## src/rtl/sar_adc_params.svh

```systemverilog
// Constants for the converter control block
`ifndef SAR_ADC_PARAMS_SVH
`define SAR_ADC_PARAMS_SVH
`define CLK_PERIOD_NS 10
`define STEP_TIME_NS 1600
`define STEP_CYCLES ((`STEP_TIME_NS + `CLK_PERIOD_NS - 1) / `CLK_PERIOD_NS)
`define BUSY_FALL_MIN_NS 300
`define BUSY_FALL_CYCLES ((`BUSY_FALL_MIN_NS + `CLK_PERIOD_NS - 1) / `CLK_PERIOD_NS)
`define RESULT_BITS 12
`define SHORT_BITS 8
`define SHORT_FILL 4'h8
`endif

```

## src/rtl/sar_adc_pkg.sv

```systemverilog
// Types for the converter control block
package sar_adc_pkg;
   typedef struct packed {
      logic chip_enable;
      logic chip_select_n;
      logic read_convert;
      logic bus_width_select;
      logic byte_length_select;
   } ctrl_t;
   typedef enum logic [2:0] {
      IDLE = 3'b001,
      CONV = 3'b010,
      HOLD = 3'b100
   } conv_state_t;
endpackage

```

## src/rtl/sar_adc_host_control.sv

```systemverilog
// Control and output logic of a 12-bit successive-approximation converter
//
// Overview of operation
// - Start when chip enable high, chip select low, read_convert low; last one triggers.
// - Latch byte_length_select at start: low means 12 bits, high means 8 bits.
// - After 8-bit conversion, low three bits read zero and data_bit3 reads one.
// - Only byte_length_select is latched; other controls act at present level.
// - conversion_busy high exactly while a conversion runs, low otherwise.
// - Data outputs float while conversion_busy is high.
// - Start requests during busy are ignored, no reset or restart.
// - Drive data only with read_convert high, not busy, enabled, selected.
// - bus_width_select high drives all 12 lines, ignoring byte_length_select.
// - Byte mode with byte_length_select low enables only the 8 top bits.
// - Byte mode with it high: top 4 off, bits 4..7 low, low 4 on.
// - Byte switch releases one byte before enabling the other.
// - Busy falls 300 to 1200 ns after new data becomes valid.
// - One bit decision per step, 1.6 us interval by default.
`timescale 1ns/1ps
`include "sar_adc_params.svh"
module sar_adc_host_control #(
   parameter int STEP_CYCLES = `STEP_CYCLES,
   parameter int BUSY_FALL_CYCLES = `BUSY_FALL_CYCLES
) (
   input wire logic clk,
   input wire logic nrst,
   input sar_adc_pkg::ctrl_t ctrl,
   input wire logic comparator_high,
   output logic conversion_busy,
   output logic [11:0] data_out,
   output logic [11:0] data_oe_n
);
   import sar_adc_pkg::*;

   // ****************************************
   // Local constants
   // ****************************************
   // Index of the first bit decided, and of the last one in a short run
   localparam logic [3:0] FIRST_BIT = 4'(`RESULT_BITS - 1);
   localparam logic [3:0] SHORT_LAST_BIT = 4'(`RESULT_BITS - `SHORT_BITS);
   // Nibble enable patterns: [2] top, [1] middle, [0] low
   localparam logic [2:0] GRP_NONE = 3'b000;
   localparam logic [2:0] GRP_WORD = 3'b111;
   localparam logic [2:0] GRP_TOP = 3'b110;
   localparam logic [2:0] GRP_LOW = 3'b011;

   // ****************************************
   // Conversion sequencer
   // ****************************************
   conv_state_t state_r, state_nxt;
   logic [15:0] div_r, div_nxt;
   logic [3:0] bit_r, bit_nxt;
   logic short_r, short_nxt;
   logic [11:0] trial_r, trial_nxt;
   logic [11:0] result_r, result_nxt;
   logic start_req;
   logic step_done;
   logic hold_done;

   // ****************************************
   // Start decode
   // ****************************************
   // Level decode, so whichever input arrives last fires the start
   // No edge detector: a start held through reset cannot be missed
   assign start_req = ctrl.chip_enable & ~ctrl.chip_select_n & ~ctrl.read_convert;

   // Step boundary from the divider; one bit is decided per step
   assign step_done = (div_r == 16'(STEP_CYCLES - 1));
   // Counter reused from the step divider to save a register
   assign hold_done = (div_r == 16'(BUSY_FALL_CYCLES - 1));

   // ****************************************
   // Sequencer next state
   // ****************************************
   // Divider, bit index and trial word move together, so one process
   always_comb begin
      state_nxt = state_r;
      div_nxt = div_r;
      bit_nxt = bit_r;
      short_nxt = short_r;
      trial_nxt = trial_r;
      result_nxt = result_r;
      case (state_r)
         IDLE: begin
            // A request still held on return to idle starts the next conversion at once
            if (start_req) begin
               state_nxt = CONV;
               // Short flag is the only control latched; the others act live
               short_nxt = ctrl.byte_length_select;
               bit_nxt = FIRST_BIT;
               trial_nxt = 12'h800;
               div_nxt = 16'h0000;
            end
         end
         CONV: begin
            // New starts are not looked at here
            // Comparator is only read on the last cycle of a step, once settled
            if (step_done) begin
               div_nxt = 16'h0000;
               if (!comparator_high) begin
                  trial_nxt[bit_r] = 1'b0;
               end
               if (bit_r != 4'h0) begin
                  trial_nxt[bit_r - 4'h1] = 1'b1;
               end
               if ((bit_r == 4'h0) || (short_r && bit_r == SHORT_LAST_BIT)) begin
                  result_nxt = trial_nxt;
                  // Short run: low nibble reads a trailing one then zeros
                  if (short_r) begin
                     result_nxt[3:0] = `SHORT_FILL;
                  end
                  state_nxt = HOLD;
               end else begin
                  bit_nxt = bit_r - 4'h1;
               end
            end else begin
               div_nxt = div_r + 16'h0001;
            end
         end
         HOLD: begin
            // Data valid before busy drops
            // Result already written, so the bus sees new data first
            if (hold_done) begin
               div_nxt = 16'h0000;
               state_nxt = IDLE;
            end else begin
               div_nxt = div_r + 16'h0001;
            end
         end
         // Illegal code falls back to idle rather than lock up
         default: state_nxt = IDLE;
      endcase
   end

   // ****************************************
   // Sequencer registers
   // ****************************************
   // Result stays zero until the first conversion completes
   always_ff @(posedge clk or negedge nrst) begin
      if (!nrst) begin
         state_r <= IDLE;
         div_r <= 16'h0000;
         bit_r <= 4'h0;
         short_r <= 1'b0;
         trial_r <= 12'h000;
         result_r <= 12'h000;
      end else begin
         state_r <= state_nxt;
         div_r <= div_nxt;
         bit_r <= bit_nxt;
         short_r <= short_nxt;
         trial_r <= trial_nxt;
         result_r <= result_nxt;
      end
   end

   // ****************************************
   // Output drivers
   // ****************************************
   logic busy_nxt;
   logic read_en;
   logic [11:0] oe_n_nxt, out_nxt;
   logic [2:0] grp_want;
   logic [2:0] grp_r, grp_nxt;

   assign busy_nxt = (state_nxt != IDLE);
   // Next busy value, so drivers let go at the very edge busy rises
   assign read_en = ctrl.read_convert & ~busy_nxt & ctrl.chip_enable & ~ctrl.chip_select_n;

   // ****************************************
   // Output next values
   // ****************************************
   // Groups: [2] top nibble, [1] middle nibble, [0] low nibble
   always_comb begin
      grp_want = GRP_NONE;
      out_nxt = result_r;
      if (read_en) begin
         if (ctrl.bus_width_select) begin
            grp_want = GRP_WORD;
         end else if (!ctrl.byte_length_select) begin
            grp_want = GRP_TOP;
         end else begin
            grp_want = GRP_LOW;
            // Middle nibble forced low keeps the second byte right-justified
            out_nxt[7:4] = 4'h0;
            out_nxt[3:0] = result_r[3:0];
         end
      end
      // A change of byte first passes through all-off for one cycle
      // Cost: one dead cycle on each byte change
      if (((grp_r & ~grp_want) != GRP_NONE) && ((grp_want & ~grp_r) != GRP_NONE)) begin
         grp_nxt = GRP_NONE;
      end else begin
         grp_nxt = grp_want;
      end
      oe_n_nxt = ~{{4{grp_nxt[2]}}, {4{grp_nxt[1]}}, {4{grp_nxt[0]}}};
   end

   // ****************************************
   // Output registers
   // ****************************************
   // Every pin leaves a flip-flop, so no decode glitch reaches the bus
   // grp_r remembers which drivers are on now
   always_ff @(posedge clk or negedge nrst) begin
      if (!nrst) begin
         grp_r <= GRP_NONE;
         conversion_busy <= 1'b0;
         data_out <= 12'h000;
         data_oe_n <= 12'hFFF;
      end else begin
         grp_r <= grp_nxt;
         conversion_busy <= busy_nxt;
         data_out <= out_nxt;
         data_oe_n <= oe_n_nxt;
      end
   end
endmodule

```

## config.mk

```make
export PLATFORM = sky130hd
export DESIGN_NAME = sar_adc_host_control
export DESIGN_NICKNAME = d
export VERILOG_FILES = /design/src/rtl/sar_adc_pkg.sv /design/src/rtl/sar_adc_host_control.sv
export VERILOG_INCLUDE_DIRS = /design/src /design/src/rtl
export SDC_FILE = /design/constraint.sdc
export NUM_CORES = 1
export LEC_CHECK = 0
export BUFFER_PORTS_ARGS = -buffer_cell sky130_fd_sc_hd__clkbuf_2
export CAP_MARGIN = 15
export CORE_MARGIN = 10
export CORE_UTILIZATION = 59
export CTS_CLUSTER_DIAMETER = 50
export DETAILED_ROUTE_END_ITERATION = 8
export PLACE_DENSITY = 0.8
export SLEW_MARGIN = 20
export SYNTH_ARGS = -nofsm -noshare
export SYNTH_HDL_FRONTEND = slang
export SYNTH_SLANG_ARGS = --single-unit
export TNS_END_PERCENT = 100
```

## constraint.sdc

```tcl
create_clock -name clk -period 2.7 [get_ports clk]
set_input_delay 0.135 -clock clk [delete_from_list [all_inputs] [get_ports clk]]
set_output_delay 0.135 -clock clk [all_outputs]
set_load 0.02 [all_outputs]
```

# == Yosys cells after proc, flatten, opt, wreduce, memory -nomap -nowiden ==
# Index checks and enable logic that the tools add are counted.
# word_totals
ram_bits,0
wordCells,90
out_inout_bits,25
n_memories,0
latchBits,0
in_bits,8
regBits,76
rom_bits,0
# classes
eq_ne,10
multipliers,0
div,0
bitwise_logic,16
magnitude_cmp,4
n_reduce_logical,16
n_addsub,2
mux,32
n_shift,0
# ops
operator,count
$mux W12,6
$mux W16,3
$pmux W16 S3,1
$mux W3,8
$mux W8,3
$not A12 Y12,2
$pmux W12 S2,1
$add A16 B1 Y16 const B,1
$eq A16 B5 Y1 const B,1
$eq A16 B8 Y1 const B,1
$mux W4,4
$and A12 B12 Y12,1
$or A12 B12 Y12,1
$lt A4 B5 Y1 const B,2
$pmux W3 S3,1
$reduce_bool A3 Y1,3
$demux W1 S4,2
$ge A4 B1 Y1 const B,2
$pmux W4 S2,1
$and A3 B3 Y3,2
$ne A2 B2 Y1 const B,3
$not A3 Y3,2
$reduce_and A3 Y1,2
$and A1 B1 Y1,5
other kinds (15),22

# == Longest topological paths before layout ==
# Gate-level depths: netlist (run 1).
# logic_depth
depth_word,18
mapped_depth,9
ltp_nobuf,7

# == Least setup slack after synthesis (run 1) ==
# OpenSTA, ideal clock, no wires.
# synth_path
path_kind,flip-flop to flip-flop
from,register bit_r[0]
to,register result_r[0]
path_buffers,2
arrival_ns,2.280
stages_incl_launch_ff,9
setup_ns,0.118
period_less_slack_ns,2.398
setup_slack_ns,0.302
required_ns,2.582
path_cell_list,dfrtp_1 > inv_1 > ha_1 > clkbuf_1 > nor2b_1 > a21boi_0 > nand4_1 > clkbuf_1 > a21o_1
# synth_via
elab_chain_len,12
word_cells_on_any_way,25
classes_between,add/sub: 1; order compare: 4; eq/ne: 1; mux: 9; bitwise: 3; reduce/logical: 7
# synth_rtl
item,line,text
start: declaration,sar_adc_host_control.sv:51,"logic [3:0] bit_r, bit_nxt;"
start signal: assignment,sar_adc_host_control.sv:149,bit_r <= bit_nxt;
$lt A4 B5 Y1 (not written as such) or $ge A4 B1 Y1 (tied branches),sar_adc_host_control.sv:100,trial_nxt[bit_r] = 1'b0;
$logic_and A1 B1 Y1 (not written as such),sar_adc_host_control.sv:100,
$mux W1 (not written as such),sar_adc_host_control.sv:100,
$demux W1 S4,sar_adc_host_control.sv:100,
$not A12 Y12 (no line),-,
$and A12 B12 Y12 (no line),-,
$mux W12,sar_adc_host_control.sv:99,if (!comparator_high) begin
$mux W12,sar_adc_host_control.sv:97,if (step_done) begin
$mux W12,sar_adc_host_control.sv:82,case (state_r)
$or A12 B12 Y12 (no line),-,
$mux W12,sar_adc_host_control.sv:102,if (bit_r != 4'h0) begin
$mux W4,sar_adc_host_control.sv:108,if (short_r) begin
end signal: assignment,sar_adc_host_control.sv:152,result_r <= result_nxt;
end: declaration,sar_adc_host_control.sv:54,"logic [11:0] result_r, result_nxt;"
# Several ways; a longest one is shown, not always the timed one. The select of a mux whose other input is x is not followed.
# A chain may end at the register's enable or synchronous reset.

# == Worst setup path after layout (run 1) ==
# layout_path
from,register div_r[1]
to,register div_r[5]
# layout_via
elab_chain_len,3
word_cells_on_any_way,6
classes_between,add/sub: 1; eq/ne: 2; mux: 3
# layout_rtl
item,line,text
start: declaration,sar_adc_host_control.sv:50,"logic [15:0] div_r, div_nxt;"
start signal: assignment,sar_adc_host_control.sv:148,div_r <= div_nxt;
"$add A16 B1 Y16, or another cell as far along","sar_adc_host_control.sv:116, sar_adc_host_control.sv:126",
"$mux W16, on equally long branches","sar_adc_host_control.sv:122, sar_adc_host_control.sv:97",
$pmux W16 S3 (*),sar_adc_host_control.sv:82,
# Mark *: on every way between the ends. The rest lies on a longest branch, timed or not.

==> metrics, run 1 <==
outcome finished, final reports clean; crit path max-delay cell type or4b_2; Initial Util 60.76%; final setup TNS 0 ns; CP Launch Type register; Synth async-reset ratio 100.0%; critical path capture point type register; fin nets 387; Worst Hold Path Cells 3; register area share after synthesis a little over 50%; Final Wtd Congestion 0.8341; core area 5507 um2; first-pass GRT wire length 12,700 um; Yosys Warn Count 0; htree depth 3; final worst path period share 92.35%; Core Util, Final 69.01%; antenna cells 0; # DRC 0; via count 2,649; DPL Wire Length a little over 5000 um; Die X 95.31 um; Layout Area Growth over Synthesis 13.58%; post-DR wirelength/cell 16.50 um; layout cell share with drive strength beyond 1 21.54%; Placed Cells 428; first drt pass iteration count 4; FF+latch count, synth 67; worst vdd ir 312.6 uV; num ports 33; Post-Layout Cell Count 448; most common cell after layout, fill and taps aside dfrtp_1; main area contributors after synthesis dfrtp_1 (47%), nand2_1 (3.5%), dfstp_2 (3.1%), nand3_1 (3.1%), ha_1 (3.0%); EDFF count, synth 0; row count 27; clock tree buffer depth 2; die height between 90 and 100 um; slew of the pin with the lowest slew margin 0.5918 ns; Final Max Tran Viols 0; Max Clk Rate 401.0 MHz; worst path setup slack after routing 0.2065 ns; Worst EP arrival ~2.7 ns; area leader, netlist dfrtp_1; Antenna Violating Nets Remaining 0; clock latency on the worst-skew pair between 0.3 and 0.4 ns; dpl ws 0.1239 ns; CP Max Fanout 8; Worst EP required 2.94 ns; Syn Inst Count 334; largest net degree at the start of global routing 47; most frequent cells in the layout dfrtp_1 (63), nand2_1 (31), clkbuf_2 (31); final count of hold timing violations 0; Top FF cell, synth dfrtp_1; vias in the first global route 2,637; Worst slew margin roughly three fifths; Worst Skew ~0.0074 ns; critical path class reg2reg; leak pwr ~1.7 nW; Cell variety after synth 60; PortBufs 32; die footprint about 9100 um2; CTS root buf clkbuf_8; Setup-failing EPs final 0; Reg2Reg Depth 7; gr usage total approximately 18%; Num CTS Buffers 9; Yosys top cell area share between 40% and 50%; grt total ovfl 0; Clock transition at path regs around 0.08 ns; slowest stage delay, CP 0.58 ns; min Tclk post-route roughly 2.5 ns; total wire length 7393 um; synthesized area per cell roughly 10 um2; vias per cell 5.913; RSZ-0062 raised after global routing no; TritonCTS clock tree yes; initial DRC count roughly 150; Mapped Area between 3000 and 4000 um2; initial antenna violation count 0; Max Cap Viol 0; Clock Sinks 67; Min Hold Slack 0.05793 ns; Mapped Nets 350; PD cells 567.7 nW/um2; Hold Path Class in2reg; CP Cell Sequence inv_1, ha_1, or4b_2, or4_4, a2bb2oi_4, o21ai_0, a22o_1
## layout make-up
type	instances	area, um2
Sequential cell	67	1682
Clock buffer	9	123.9
Fill cell	427	1707
Clock inverter	7	75.07
Multi-Input combinational cell	229	1488
Inverter	17	63.81
Timing Repair Buffer	47	277.8
Tap cell	72	90.09
## worst max-delay path, delay by kind of cell, from the launching register on
| family | cells | cell delay (ns) |
|---|---|---|
| DFF | 1 | 0.41 |
| buffers and inverters | 1 | 0.09 |
| AOI/OAI and AO/OA | 3 | 0.65 |
| adders and majority gates | 1 | 0.14 |
| and+or+nand+nor | 2 | 1.08 |
## what timing repair did
item	in CTS	in global routing
endpoints found under the setup margin	0	1
resized for setup	0	1
hold endpoints to repair	22	0
hold buffers	2	0
buffers inserted	0	2
## power breakdown
| part | internal [W] | leakage [nW] | switching, W |
|---|---|---|---|
| Clock | 0.000432 | 0.104 | 0.000413 |
| Combinational | 0.0000905 | 0.758 | 0.000120 |
| Sequential | 0.00104 | 0.872 | 0.0000566 |
| Total | 0.00157 | 1.73 | 0.000589 |
## per-stage QoR
stage | total power (W) | area [um2]
2_1_floorplan | 0.001254 | 3346
3_3_place_gp | 0.001315 | 3562
3_5_place_dp | 0.001327 | 3562
4_1_cts | 0.002166 | 3781
5_1_grt | 0.002251 | 3800
6_report | 0.002157 | 3800
## registers in the layout, indices dropped and copies added, names as in the netlist
signal,flops
data_out,12
div_r,16
grp_r,3
data_oe_n,3
short_r,1
conversion_busy,1
bit_r,4
result_r,12
trial_r,12
state_r,3
## logic make-up after synthesis
group	Yosys count	share of synthesized area (%)
AO/OA/AOI/OAI	91	18.51
adder cells (fa/ha/maj)	8	2.992
buffers and inverters	38	5.385
flip-flops	67	50.26
multiplexers	10	3.141
AND/OR/NAND/NOR	120	19.71
## per-layer routing
layer / part of all wire (%) / vias to the layer above / track usage, %
met5: 0 / - / 0
met4: 1.9 / 0 / 7.232
met3: 4.8 / 12 / 3.849
met2: 53 / 69 / 30.51
met1: 40 / 1295 / 20.46
li1: - / 1273 / -
## Yosys cell counts (2+ instances only)
master	number
a21boi_0	2
a21o_1	7
a21oi_1	19
a22o_1	2
a22oi_1	9
a31o_2	2
a31oi_1	7
a41oi_1	2
and2_1	3
buf_2	3
buf_4	9
clkbuf_1	9
dfrtp_1	63
dfstp_2	4
ha_1	8
inv_1	17
mux2_2	3
mux2i_1	6
nand2_1	31
nand2b_1	2
nand3_1	21
nand3b_1	2
nand4_1	4
nor2_1	16
nor2b_1	11
nor3_1	10
nor3b_1	2
o21a_1	2
o21ai_0	20
o21ai_1	5
o22ai_1	2
or3_1	2
or4_4	2
## final timing paths
| kind | start | to | slack [ns] |
|---|---|---|---|
| min reg2reg | result_r[11]$_DFFE_PN0P_ | data_out[11]$_DFF_PN0_ | 0.38 |
| min | ctrl[0] | short_r$_DFFE_PN0P_ | 0.06 |
| max | div_r[1]$_DFFE_PN0P_ | div_r[5]$_DFFE_PN0P_ | 0.21 |
| min in group asynchronous | nrst | data_out[9]$_DFF_PN0_ | 0.28 |
| max reg2reg | div_r[1]$_DFFE_PN0P_ | div_r[5]$_DFFE_PN0P_ | 0.21 |
| max in group asynchronous | nrst | trial_r[7]$_DFFE_PN0P_ | 1.47 |
Note: power is estimated with default switching activity, not from simulation.
==> run 2, diff against run 1 <==
--- a/config.mk
+++ b/config.mk
@@ -12,6 +12,7 @@
 export CORE_UTILIZATION = 59
 export CTS_CLUSTER_DIAMETER = 50
 export DETAILED_ROUTE_END_ITERATION = 8
+export GPL_TIMING_DRIVEN = 0
 export PLACE_DENSITY = 0.8
 export SLEW_MARGIN = 20
 export SYNTH_ARGS = -nofsm -noshare
==> run 2 against run 1 <==
  * Non-clock buffer count grew 9
  * Cell area grew 2.7%
  * Critical path type unchanged
  * Wire length grew 1.6%
  * Worst hold slack improved by 0.025 ns
  * Count of clock-buffer cells in the layout did not move
  * Power up 9.1%
  * Die area stayed put
==> metrics, run 2 (synthesis gave the netlist of run 1 again) <==
Worst EP arrival ~2.8 ns; via count 2,662; Clock Sinks 67; initial antenna violation count 0; PD cells 603.2 nW/um2; Worst slew margin between 60% and 70%; Setup-failing EPs final 0; first drt pass iteration count 4; CP Max Fanout 10; # fillers 415; fin nets roughly 400; core area ~5500 um2; DPL Wire Length 5322 um; die height approximately 95 um; RSZ-0062 raised after global routing no; PortBufs 32; Final Max Tran Viols 0; die footprint 9083 um2; Core Util, Final 70.87%; register area roughly 1700 um2; row count 27; final worst path period share between 90% and 100%; initial DRC count 209; slew of the pin with the lowest slew margin 0.5904 ns; Antenna Violating Nets Remaining 0; largest net degree at the start of global routing 42; clock tree buffer depth 2; min Tclk post-route 2.586 ns; vias per cell between 5 and 6; grt total ovfl 0; total wire length 7510 um; Placed Cells 439; Max Clk Rate 386.6 MHz; num ports 33; layout cell share with drive strength beyond 1 21.56%; vias in the first global route 2,674; clock latency on the worst-skew pair around 0.34 ns; post-DR wirelength/cell 16.43 um; Clock transition at path regs around 0.07 ns; CTS root buf clkbuf_8; gr usage total 17.37%; CP Launch Type register; Post-Layout Cell Count roughly 460; Worst EP required a little under 3 ns; antenna cells 0; # DRC 0; first-pass GRT wire length ~13,000 um; Multi-input gate area around 1500 um2; htree depth 3; Num CTS Buffers 9; critical path class reg2reg; Initial Util 60.76%; critical path capture point type register; worst vdd ir 367.5 uV; most frequent cells in the layout dfrtp_1 (63), clkbuf_2 (32), nand2_1 (31); final count of hold timing violations 0; leak pwr 1.765 nW; Layout Area Growth over Synthesis 16.64%; Final Wtd Congestion 0.9640; outcome finished, final reports clean; dpl ws -0.3415 ns; Worst Skew approximately 0.011 ns; max reg flops 16; Max Cap Viol 0; Die X 95.31 um; TritonCTS clock tree yes; Hold Path Class in2reg; largest reg by FF count div_r; worst path setup slack after routing 0.1136 ns; most common cell after layout, fill and taps aside dfrtp_1
==> run 2: changes by cell type in the layout (fill, tap and decap cells not counted), sizes merged <==
cell      delta
clkbuf       +9
clkinvlp     +2
bufinv       +2
clkinv       -4
==> run 2: repair_timing <==
action / 4_1_cts / 5_1_grt
hold buffers: 2 / 0
endpoints found under the setup margin: 13 / 15
gates resized for setup: 1 / 4
buffers inserted: 1 / 0
hold endpoints to repair: 27 / 0
pin swaps: 1 / 1
==> run 2: metrics by stage <==
stage          TNS (ns)  cell area [um2]  hold WS, ns  power (W)
3_3_place_gp     -2.655             3596       0.3534   0.001320
2_1_floorplan         0             3346      -0.1606   0.001254
3_5_place_dp     -3.074             3618       0.1088   0.001337
6_report              0             3902      0.08259   0.002354
4_1_cts               0             3892      0.07384   0.002360
5_1_grt               0             3902       0.1126   0.002442
==> run 2: path summary, 6_finish.rpt <==
check / cells after the start / start / slack, ns / endpoint
max: 8 / div_r[1]$_DFFE_PN0P_ / 0.11 / div_r[5]$_DFFE_PN0P_
min: 3 / ctrl[0] / 0.08 / short_r$_DFFE_PN0P_
max reg2reg: 8 / div_r[1]$_DFFE_PN0P_ / 0.11 / div_r[5]$_DFFE_PN0P_
min reg2reg: 0 / result_r[11]$_DFFE_PN0P_ / 0.37 / data_out[11]$_DFF_PN0_
max in group asynchronous: 3 / nrst / 1.82 / data_oe_n[10]$_DFF_PN1_
min in group asynchronous: 2 / nrst / 0.27 / data_out[10]$_DFF_PN0_
==> run 2: cell type report <==
| cell class | instances | share of cell area, % |
|---|---|---|
| Sequential cell | 67 | 43.09 |
| Multi-Input combinational cell | 229 | 38.35 |
| Timing Repair Buffer | 36 | 5.386 |
| Clock buffer | 9 | 3.174 |
| Clock inverter | 7 | 3.142 |
| Buffer | 20 | 2.918 |
| Tap cell | 72 | 2.308 |
| Inverter | 17 | 1.635 |
==> run 2: worst max-delay path: stages (launching register included) <==
cell	delay (ns)
dfrtp_1	0.41
inv_1	0.09
ha_1	0.18
or4b_2	0.58
or4_1	0.40
buf_2	0.18
o2bb2ai_4	0.18
buf_2	0.23
a22o_1	0.23
==> run 2: metal layers <==
layer / vias up / GRT usage (%) / routed length [um]
li1: 1283 / - / -
met1: 1283 / 20.09 / 3107
met2: 74 / 29.26 / 3823
met3: 22 / 4.556 / 372
met4: 0 / 8.479 / 207
met5: - / 0 / 0
==> run 2: report_power, final <==
part           switching (W)  internal [W]
registers          0.0000542       0.00105
clock network       0.000410      0.000619
logic               0.000124      0.000101
==> run 3, diff against run 2 <==
--- a/config.mk
+++ b/config.mk
@@ -8,12 +8,14 @@
 export LEC_CHECK = 0
 export BUFFER_PORTS_ARGS = -buffer_cell sky130_fd_sc_hd__clkbuf_2
 export CAP_MARGIN = 15
+export CELL_PAD_IN_SITES_DETAIL_PLACEMENT = 1
+export CELL_PAD_IN_SITES_GLOBAL_PLACEMENT = 2
 export CORE_MARGIN = 10
-export CORE_UTILIZATION = 59
+export CORE_UTILIZATION = 38
 export CTS_CLUSTER_DIAMETER = 50
 export DETAILED_ROUTE_END_ITERATION = 8
 export GPL_TIMING_DRIVEN = 0
-export PLACE_DENSITY = 0.8
+export PLACE_DENSITY_LB_ADDON = 0.1
 export SLEW_MARGIN = 20
 export SYNTH_ARGS = -nofsm -noshare
 export SYNTH_HDL_FRONTEND = slang
==> run 3 against run 2 <==
  * Count of clock-buffer cells in the layout rose by 1
  * Critical endpoint is now div_r[12]$_DFFE_PN0P_
  * Wire length rose by 18%
  * Clock skew grew 0.0013 ns
  * Largest power group is now clock
  * Core utilization is 24 points lower
  * Power increased by 4.2%
  * Worst hold slack better by 0.020 ns
  * Critical path depth unchanged
  * Maximum frequency up 1.8%
  * Sequential share of layout area fell by 1.4 points
  * Die area grew 43%
  * First-iteration DRC count is 41% lower
==> metrics, run 3 (synthesis gave the netlist of run 1 again) <==
gr usage total 14.02%; Clock transition at path regs approximately 0.08 ns; Final Max Tran Viols 0; final count of hold timing violations 0; min Tclk post-route approximately 2.5 ns; Clock Sinks 67; row count 34; fin nets 401; PortBufs 32; die height 113.8 um; total wire length around 9000 um; most frequent cells in the layout dfrtp_1 (62), clkbuf_2 (32), nand2_1 (31); final worst path period share 94.11%; Core Util, Final 46.71%; critical path capture point type register; Max Clk Rate 393.6 MHz; layout cell share with drive strength beyond 1 22.82%; CTS root buf clkbuf_8; max reg flops 16; most common cell after layout, fill and taps aside dfrtp_1; core area 8636 um2; DPL Wire Length 6351 um; critical path class reg2reg; clock tree buffer depth 2; Clk pwr share between 40% and 50%; final setup TNS 0 ns; first drt pass iteration count 4; net switching power figure 0.0005902 W; combinational share of power a little under a tenth; Max Cap Viol 0; worst vdd ir 289.5 uV; RSZ-0062 raised after global routing no; initial antenna violation count 0; slew of the pin with the lowest slew margin 0.6133 ns; # fillers 999; Final Wtd Congestion 0.7807; die footprint 12,960 um2; initial DRC count approximately 120; first-pass GRT wire length 14,790 um; largest reg by FF count div_r; Layout Area Growth over Synthesis 20.57%; leak pwr ~1.8 nW; Antenna Violating Nets Remaining 0; PD cells just over 600 nW/um2; TritonCTS clock tree yes; htree depth 3; clock latency on the worst-skew pair 0.34 ns; Num CTS Buffers 9; Die X 113.8 um; Int Power 0.001863 W; Hold Path Class in2reg; Worst slew margin about three fifths; post-DR wirelength/cell 17.72 um; grt total ovfl 0; antenna cells 0; CP Launch Type register; outcome finished, final reports clean; Reg power frac 45.0%; num ports 33; vias per cell 5.468; Worst EP arrival 2.78 ns; largest net degree at the start of global routing 47; Switching Fraction 24.06%; vias in the first global route roughly 2,900; Setup-failing EPs final 0; Worst EP required 2.93 ns; via count 2,723; Worst Skew approximately 0.013 ns; # DRC 0; CP Max Fanout 7; Initial Util 38.74%
[run 3: cell count changes in the layout (fill, tap and decap cells not counted), sizes merged]
cell / before / now
a2bb2oi: 1 / 2
clkinv: 0 / 2
clkinvlp: 2 / 0
inv: 19 / 17
clkbuf: 49 / 50
buf: 14 / 18
bufinv: 3 / 4
[run 3: path summary, 6_finish.rpt]
path                                           from                       to  slack, ns  cells after the start
max                            div_r[1]$_DFFE_PN0P_    div_r[12]$_DFFE_PN0P_       0.16                      8
min                                         ctrl[0]      short_r$_DFFE_PN0P_       0.10                      3
max reg2reg                    div_r[1]$_DFFE_PN0P_    div_r[12]$_DFFE_PN0P_       0.16                      8
min reg2reg                result_r[11]$_DFFE_PN0P_   data_out[11]$_DFF_PN0_       0.38                      0
max in group asynchronous                      nrst     state_r[0]$_DFF_PN1_       1.86                      3
min in group asynchronous                      nrst  trial_r[10]$_DFFE_PN0P_       0.25                      2
[run 3: per-stage QoR]
step | power (W) | hold slack (ns) | cell area (um2) | cells | worst slack (ns)
global placement | 0.001334 | 0.3594 | 3641 | 474 | -0.4896
detailed placement | 0.001347 | 0.09190 | 3671 | 475 | -0.5085
global route | 0.002560 | 0.1182 | 4034 | 498 | 0.01782
finish | 0.002453 | 0.1025 | 4034 | 498 | 0.1591
CTS | 0.002472 | 0.09767 | 3978 | 494 | 0.04080
floorplan | 0.001254 | -0.1606 | 3346 | 334 | 0.3016
[run 3: cell type report]
class                   count  area [um2]  area share [%]
well taps                 108       135.1           3.350
multi-input cells         230        1516           37.59
plain buffers              20       122.6           3.040
clock inverters             6       137.6           3.412
flip-flops and latches     67        1683           41.72
clock buffers              10       127.6           3.164
repair buffers             40       247.7           6.141
inverters                  17       63.81           1.582
[run 3: power by group through the flow]
stage          registers, W  logic [W]  clock network, W
2_1_floorplan       0.00111   0.000146                 0
3_3_place_gp        0.00112   0.000216                 0
3_5_place_dp        0.00112   0.000227                 0
4_1_cts             0.00110   0.000233           0.00114
5_1_grt             0.00111   0.000264           0.00118
6_report            0.00110   0.000235           0.00111
[run 3: metal layers]
metal / up-vias / global-route usage [%] / wire length, um
li1: 1304 / - / -
met1: 1359 / 18.49 / 4274
met2: 47 / 21.73 / 4011
met3: 13 / 3.465 / 393
met4: 0 / 5.263 / 148
met5: - / 0 / 0
[run 3: timing repair]
item	4_1_cts	5_1_grt
buffers inserted	1	4
cloned	0	1
pin swaps	1	1
hold endpoints to repair	22	0
gates resized for setup	4	7
setup endpoints to repair	14	25
hold buffers	2	0
[run 3: worst max-delay path, cell delays in order, from the launching register on]
cell	delay, ns
dfrtp_1	0.39
inv_1	0.07
ha_1	0.16
or4b_2	0.57
or4_1	0.42
buf_4	0.19
o2bb2ai_4	0.16
and3_1	0.20
a221o_1	0.25
